$ cat src/hw/wdtc_map.svh
// Register offset, field positions and reset values of the watchdog block.
// Assumes an 8-bit special function register port addressed by byte.
`ifndef WDTC_MAP_SVH
`define WDTC_MAP_SVH
`define WDTC_CTRL_ADDR 8'hff
`define WDTC_CTRL_RST 8'h00
`define WDTC_ARM_BIT 7
`define WDTC_DISARM_BIT 6
`define WDTC_RESTART_BIT 5
`define WDTC_CNT_MSB 4
`define WDTC_CNT_LSB 0
`define WDTC_HMS_RST 8'h63
`define WDTC_MS_RST 16'h0f9f
`endif

$ cat src/hw/wdtc_pkg.sv
// Types shared by the watchdog block.
// Assumes the map header for offsets and reset values.
package wdtc_pkg;
	typedef logic [7:0] wdtc_byte_t;
	typedef enum logic [0:0] {
		WDTC_IDLE = 1'b0,
		WDTC_RUN = 1'b1
	} wdtc_state_t;
endpackage : wdtc_pkg

$ cat src/hw/wdtc_top.sv
// Watchdog timer with its own 1 ms and 100 ms timebase dividers.
// Assumes a single-cycle special function register write/read port.
// Notes on behaviour
// Arm bit written one then zero sets the counting enable, unless disarm fires in the same write.
// Disarm bit written one then zero clears the counting enable.
// Restart bit written one then zero restarts the counter from zero.
// Expiry after count+1 to count+2 hundred-millisecond ticks.
// Expiry-reset select set: expiry gives a system reset pulse.
// Expiry-reset select clear: expiry gives a watchdog interrupt.
// Five-bit period field is readable and writable.
// Tick is the 1 ms clock divided by divider value plus one.
// Priority bit marks the watchdog interrupt low or high priority.
// Action fires on a zero write following a one write to the bit.
`include "wdtc_map.svh"
`timescale 1ns/1ps
`default_nettype none
module wdtc_top #(
	parameter int CNT_W = 5
) (
	input wire logic ref_clk,
	input wire logic rstn,
	input wire logic clk_en,
	input wire logic sfr_wr,
	input wire logic sfr_rd,
	input wire logic [7:0] sfr_addr,
	input wire wdtc_pkg::wdtc_byte_t sfr_wdata,
	input wire logic [15:0] ms_divider,
	input wire logic [7:0] hundred_ms_divider,
	input wire logic expiry_reset_select,
	input wire logic watchdog_irq_priority,
	output logic [7:0] sfr_rdata,
	output logic wdt_sys_reset,
	output logic wdt_irq,
	output logic wdt_irq_high,
	output logic wdt_running
);
	import wdtc_pkg::*;

	////////////////////////////////////////////////////////////////
	logic [7:0] ctrl_q, ctrl_d;
	logic [7:0] rdata_q, rdata_d;
	wdtc_state_t state_q, state_d;
	logic [15:0] ms_cnt_q, ms_cnt_d;
	logic [7:0] hms_cnt_q, hms_cnt_d;
	logic [CNT_W:0] wd_cnt_q, wd_cnt_d;
	logic rst_q, rst_d, irq_q, irq_d, prio_q, prio_d;
	logic ctrl_wr, arm_ev, disarm_ev, restart_ev, tick, expire;

	assign ctrl_wr = sfr_wr && (sfr_addr == `WDTC_CTRL_ADDR);
	// Falling write edge on a previously set bit
	assign arm_ev = ctrl_wr && ctrl_q[`WDTC_ARM_BIT]
		&& !sfr_wdata[`WDTC_ARM_BIT];
	assign disarm_ev = ctrl_wr && ctrl_q[`WDTC_DISARM_BIT]
		&& !sfr_wdata[`WDTC_DISARM_BIT];
	assign restart_ev = ctrl_wr && ctrl_q[`WDTC_RESTART_BIT]
		&& !sfr_wdata[`WDTC_RESTART_BIT];
	assign tick = (ms_cnt_q == ms_divider)
		&& (hms_cnt_q == hundred_ms_divider);
	// Tick phase is free running, hence the one-tick uncertainty
	assign expire = (state_q == WDTC_RUN) && tick && !restart_ev
		&& (wd_cnt_q == {1'b0, ctrl_q[`WDTC_CNT_MSB:`WDTC_CNT_LSB]} + 1'b1);

	////////////////////////////////////////////////////////////////
	always_comb begin
		ctrl_d = ctrl_q;
		rdata_d = rdata_q;
		if (ctrl_wr) begin
			ctrl_d = sfr_wdata;
		end
		if (sfr_rd && (sfr_addr == `WDTC_CTRL_ADDR)) begin
			rdata_d = ctrl_q;
		end else if (sfr_rd) begin
			rdata_d = 8'h00;
		end
	end

	always_comb begin
		ms_cnt_d = ms_cnt_q + 16'h0001;
		hms_cnt_d = hms_cnt_q;
		if (ms_cnt_q == ms_divider) begin
			ms_cnt_d = 16'h0000;
			hms_cnt_d = hms_cnt_q + 8'h01;
			if (hms_cnt_q == hundred_ms_divider) begin
				hms_cnt_d = 8'h00;
			end
		end
	end

	always_comb begin
		state_d = state_q;
		wd_cnt_d = wd_cnt_q;
		if (disarm_ev) begin
			state_d = WDTC_IDLE;
		end else if (arm_ev) begin
			state_d = WDTC_RUN;
		end
		if (restart_ev || expire) begin
			wd_cnt_d = '0;
		end else if ((state_q == WDTC_RUN) && tick) begin
			wd_cnt_d = wd_cnt_q + 1'b1;
		end
		rst_d = expire && expiry_reset_select;
		irq_d = expire && !expiry_reset_select;
		prio_d = watchdog_irq_priority;
	end

	always_ff @(posedge ref_clk or negedge rstn) begin
		if (!rstn) begin
			ctrl_q <= `WDTC_CTRL_RST;
			rdata_q <= 8'h00;
			state_q <= WDTC_IDLE;
			ms_cnt_q <= 16'h0000;
			hms_cnt_q <= 8'h00;
			wd_cnt_q <= '0;
			rst_q <= 1'b0;
			irq_q <= 1'b0;
			prio_q <= 1'b0;
		end else if (clk_en) begin
			ctrl_q <= ctrl_d;
			rdata_q <= rdata_d;
			state_q <= state_d;
			ms_cnt_q <= ms_cnt_d;
			hms_cnt_q <= hms_cnt_d;
			wd_cnt_q <= wd_cnt_d;
			rst_q <= rst_d;
			irq_q <= irq_d;
			prio_q <= prio_d;
		end
	end

	assign sfr_rdata = rdata_q;
	assign wdt_sys_reset = rst_q;
	assign wdt_irq = irq_q;
	assign wdt_irq_high = prio_q;
	assign wdt_running = (state_q == WDTC_RUN);
endmodule : wdtc_top
`default_nettype wire
$ cat config.mk
export PLATFORM = sky130hd
export DESIGN_NAME = wdtc_top
export DESIGN_NICKNAME = d
export VERILOG_FILES = /design/src/hw/wdtc_pkg.sv /design/src/hw/wdtc_top.sv
export VERILOG_INCLUDE_DIRS = /design/src /design/src/hw
export SDC_FILE = /design/constraint.sdc
export NUM_CORES = 1
export LEC_CHECK = 0
export BUFFER_PORTS_ARGS = -buffer_cell sky130_fd_sc_hd__buf_4
export CAP_MARGIN = 25
export CORE_AREA = 5 5 78 80
export CTS_CLUSTER_SIZE = 8
export DETAILED_ROUTE_END_ITERATION = 12
export DIE_AREA = 0 0 83 85
export PLACE_DENSITY = 0.77
export SKIP_CTS_REPAIR_TIMING = 1
export SLEW_MARGIN = 20
export SYNTH_ARGS = -nofsm -noshare
export SYNTH_HDL_FRONTEND = slang
export SYNTH_SLANG_ARGS = --single-unit
$ cat constraint.sdc
create_clock -name ref_clk -period 2.9 [get_ports ref_clk]
set_clock_uncertainty 0.2 [all_clocks]
set_input_delay 0.145 -clock ref_clk [delete_from_list [all_inputs] [get_ports ref_clk]]
set_output_delay 0.145 -clock ref_clk [all_outputs]
set_load 0.01 [all_outputs]
Yosys cells after proc, flatten, opt, wreduce, memory -nomap -nowiden. Index checks and enable logic that the tools add are counted.

Add/subtract/negate cells: 4. $mul: 0. Divide/modulo/power cells: 0. $lt $le $gt $ge: 0. Equal/unequal tests: 4. Shifts and indexed selects: 0. Muxes and demuxes: 8. Bitwise operators: 0. Reductions and logical operators: 28.

Operators with widths (number): 2-to-1 mux 8 bit (3); adder 16 x 1 -> 16 bit, second input constant (1); equality test 16 bit (1); 2-to-1 mux 16 bit (1); logical AND 1 bit (14); 2-to-1 mux 6 bit (2); AND reduction 2 bit (5); adder 8 x 1 -> 8 bit, second input constant (1); equality test 8 bit (1); equality test 8 bit, second input constant (1); adder 5 x 1 -> 6 bit, second input constant (1); adder 6 x 1 -> 6 bit, second input constant (1); equality test 6 bit (1); nonzero test 2 bit (3); zero test 1 bit (5); 2-to-1 mux 1 bit (2); logical OR 1 bit (1).

Register bits after elaboration: 50. Bits in latches: 0. Bits in writable memories: 0. ROM bits: 0. Input port bits: 47. Output and inout bits: 12. Word-level logic and storage cells: 53. Memories kept: 0.

Depth between registers and ports, before layout.
Depth in word-level cells: 10. Gate-level depth with buffers: 8. Depth with buffers taken out: 7.

Worst setup path after synthesis. OpenSTA, ideal clock, no wires.

Kind: register -> register. Start: register ctrl_q[0]. End: register irq_q (netlist: wdt_irq). Library setup time: 77 ps. Data arrival time: 1879 ps. Data required time: 2623 ps. Slack: 744 ps. Stages on the path, launching flop included: 7. Buffers on the path: 0. Clock period less this slack: 2156 ps. Path through: dfrtp_1 ha_1 xor2_1 a211oi_1 o2111ai_2 or4b_1 o21ai_1.

Longest elaborated chain between the ends: 4.

Ends and longest elaborated chain: start: declaration (line wdtc_top.sv:40) `logic [7:0] ctrl_q, ctrl_d;`; start signal: assignment (line wdtc_top.sv:109) `` ctrl_q <= `WDTC_CTRL_RST; ``; start signal: assignment (line wdtc_top.sv:119) `ctrl_q <= ctrl_d;`; adder 5 x 1 -> 6 bit (line wdtc_top.sv:61) `` && (wd_cnt_q == {1'b0, ctrl_q[`WDTC_CNT_MSB:`WDTC_CNT_LSB]} + 1'b1); ``; equality test 6 bit (line wdtc_top.sv:61); logical AND 1 bit (line wdtc_top.sv:60) `assign expire = (state_q == WDTC_RUN) && tick && !restart_ev`; logical AND 1 bit (line wdtc_top.sv:103) `irq_d = expire && !expiry_reset_select;`; end signal: assignment (line wdtc_top.sv:126) `irq_q <= irq_d;`; end: declaration (line wdtc_top.sv:46) `logic rst_q, rst_d, irq_q, irq_d, prio_q, prio_d;`.

No other way between the ends. A chain may end at the register's enable or synchronous reset.

Worst setup path in the final report.
Start: register ms_cnt_q[2]. End: register hms_cnt_q[3].

Longest elaborated chain between the ends: 2.

Ends and longest elaborated chain: start: declaration (line wdtc_top.sv:43) `logic [15:0] ms_cnt_q, ms_cnt_d;`; start signal: assignment (line wdtc_top.sv:122) `ms_cnt_q <= ms_cnt_d;`; equality test 16 bit (line wdtc_top.sv:80) `if (ms_cnt_q == ms_divider) begin`; AND reduction 2 bit (no source line); end signal: assignment (line wdtc_top.sv:123) `hms_cnt_q <= hms_cnt_d;`; end: declaration (line wdtc_top.sv:44) `logic [7:0] hms_cnt_q, hms_cnt_d;`.

No other way between the ends.

==> results by group <==
Worst setup path
  • Worst setup path end: hms_cnt_q[3]
  • R2R depth: 6
  • Worst setup EP type: flip-flop
  • Crit start category: flip-flop
  • Critical setup path kind: flip-flop to flip-flop
  • Worst-path fanout max: 9
  • RR Endpoint: hms_cnt_q[3]
  • Worst Setup SP: ms_cnt_q[2]
  • WP data arrival: 2.46 ns
  • FF-to-FF Start: ms_cnt_q[2]
  • WP data required: 2.90 ns
  • R2R setup slack: 0.44 ns

Clock tree
  • TritonCTS clock tree: built
  • CTS buffer count: 5
  • Worst-path clk slew: 0.10 ns
  • Clock buffer depth: 2
  • Clk sinks: 50
  • H-tree depth: 2
  • Worst-skew pair later-pin latency: 0.31 ns
  • Clock Tree Root: clkbuf_8

Die
  • IO Pins: 59
  • Die W: 83 um
  • # rows: 27
  • Initial Util: 0.515
  • Height of the die: 85 um
  • Core area: 0.00534 sq mm
  • Total die area: 0.00706 sq mm

Place
  • Port Buf Inserts: 58
  • RePlAce Congestion: 0.798
  • Hpwl dp: 4.34 mm
  • DP Worst Slack: 0.504 ns

Synthesis
  • Distinct cell type count after synthesis: 47
  • Mapped Area: 0.00275 sq mm
  • Mapped Cells: 272
  • Synth Area per Inst: 10.1 sq um
  • Seq/Total Area, Yosys: 0.455
  • Synth warn: 0
  • Top-area cell type share of the netlist area: 0.455
  • Synth top area cells: dfrtp_1, xnor2_1, mux2_2
  • #FFs+latches synth: 50
  • Syn Nets: 323
  • Cell accounting for the most synthesized area: dfrtp_1

Global route
  • First-pass GRT wire length: 10.5 mm
  • GRT Total Usage: 0.179
  • Antenna violations before repair: 0
  • Largest net degree at the start of global routing: 51
  • Total gr overflow: 0
  • Vias in the first global route: 2190

Pwr
  • Worst vdd ir: 285 uV
  • Total power: 1.53 mW
  • Leakage: 1.57 nW
  • Power per cell area: 438 mW/mm^2

Timing
  • Min cycle time layout: 2.46 ns
  • Setup tns final: 0 ns
  • Rel. slew slack: 0.381
  • Slew Limit Fails: 0
  • Final setup viols: 0
  • Period utilization: 0.849
  • Slew at the pin with the worst max-slew slack: 0.921 ns
  • Setup ws final: 0.439 ns
  • FMAX: 406 MHz
  • RSZ-0062 raised after global routing: no
  • Fin. Hold Viols: 0

Final layout
  • ANT cells: 0
  • Share of cells above drive strength 1: 0.260
  • Area grow syn2layout: 26.9%
  • Layout Nets: 396

Worst hold path
  • Worst hold-check path type: input pin to flip-flop

Routing
  • 1st-iter DRT viols: 81
  • Routed wire length per instance: 14.9 um
  • Vias post-DR: 2255
  • DR vias/cell: 5.39
  • Drt pass-1 iters: 4
  • Residual DRC: 0
  • Total routed wirelength: 6.22 mm
  • ANT nets after route: 0

Run
  • Max cap viols: 0

Outcome
  • Outcome: finished clean
-- state kept, by name, indices dropped and copies added (netlist names) --
name,count
wdt_running,1
wdt_irq,1
wdt_irq_high,1
sfr_rdata,8
ms_cnt_q,16
wdt_sys_reset,1
hms_cnt_q,8
wd_cnt_q,6
ctrl_q,8
-- worst min-delay path by stage --
stage | startpoint | end | depth (start not counted)
2_1_floorplan | rstn | ctrl_q[0] | 0
3_3_place_gp | rstn | wdt_irq_high | 1
3_5_place_dp | rstn | wdt_irq_high | 1
4_1_cts | rstn | wdt_irq_high | 1
5_1_grt | ms_divider[8] | ms_cnt_q[1] | 5
6_report | ms_divider[8] | ms_cnt_q[1] | 5
-- routing by layer --
metal	global-route usage	part of all wire
met5	0	0
met4	0.0490	0.0095
met2	0.297	0.48
met1	0.236	0.47
met3	0.0437	0.039
-- final cells by class --
type	count	area (sq um)
tap	72	90.1
sequential	50	1250
inverter	9	33.8
fill	452	1850
timing repair buffer	74	588
clock inverter	3	43.8
clock buffer	5	68.8
multi-input combinational	205	1420
-- cells by family after synthesis --
logic type | after synthesis | synth area share
simple gates | 98 | 0.188
compound gates | 53 | 0.136
flops | 50 | 0.455
xor+xnor | 41 | 0.136
buf+inv | 17 | 0.0305
mux | 9 | 0.0369
fa+ha+maj | 4 | 0.0182
-- worst max-delay path, cell delays in order, from the launching register on --
cell     delay, ns
dfrtp_1       0.48
xnor2_2       0.19
nand4_2       0.14
nor4_4        0.54
and2_1        0.35
o21ai_2       0.14
o31ai_1       0.30
-- where the power goes --
group | internal, mW | switching [mW]
Sequential | 0.734 | 0.0642
Clock | 0.259 | 0.244
Combinational | 0.132 | 0.0969
-- metrics by stage --
stage	cells	hold WS [ns]	utilization	instance area, sq um
final	418	0.121	0.654	3490
after global routing	418	0.136	0.654	3490
after CTS	405	-0.337	0.630	3360
after detailed placement	397	0.0111	0.609	3250
after global placement	397	0.00705	0.609	3250
after floorplan	272	-0.351	-	2750
-- cell usage after synthesis (all sizes together) --
cell type	count
a211oi	1
a21o	1
a21oi	3
a22o	8
a31o	1
a31oi	4
a32oi	3
a41oi	1
and2	5
and3	4
buf	4
clkbuf	4
dfrtp	50
ha	4
inv	9
mux2	9
nand2	21
nand2b	2
nand3	15
nand3b	1
nand4	11
nor2	22
nor2b	5
nor3	6
nor4	2
o2111ai	1
o21a	1
o21ai	19
o22ai	1
o2bb2ai	2
o31a	1
o31ai	6
or2	2
or4	1
or4b	1
xnor2	32
xor2	9
-- cells in the final DEF (no fill, tap or decap), drive strengths merged, types with 2 or more instances in the layout --
cell,netlist,routed
buf,4,61
dfrtp,50,50
xnor2,32,32
nor2,22,22
nand2,21,21
o21ai,19,19
nand3,15,15
dlygate4sd3,0,13
nand4,11,11
inv,9,10
xor2,9,9
mux2,9,9
a22o,8,8
o31ai,6,6
nor3,6,6
and2,5,5
nor2b,5,5
clkbuf,4,5
a31oi,4,4
and3,4,4
ha,4,4
a21oi,3,3
a32oi,3,3
or2,2,2
o2bb2ai,2,2
nand2b,2,2
nor4,2,2
(Power assumes the default switching activity.)
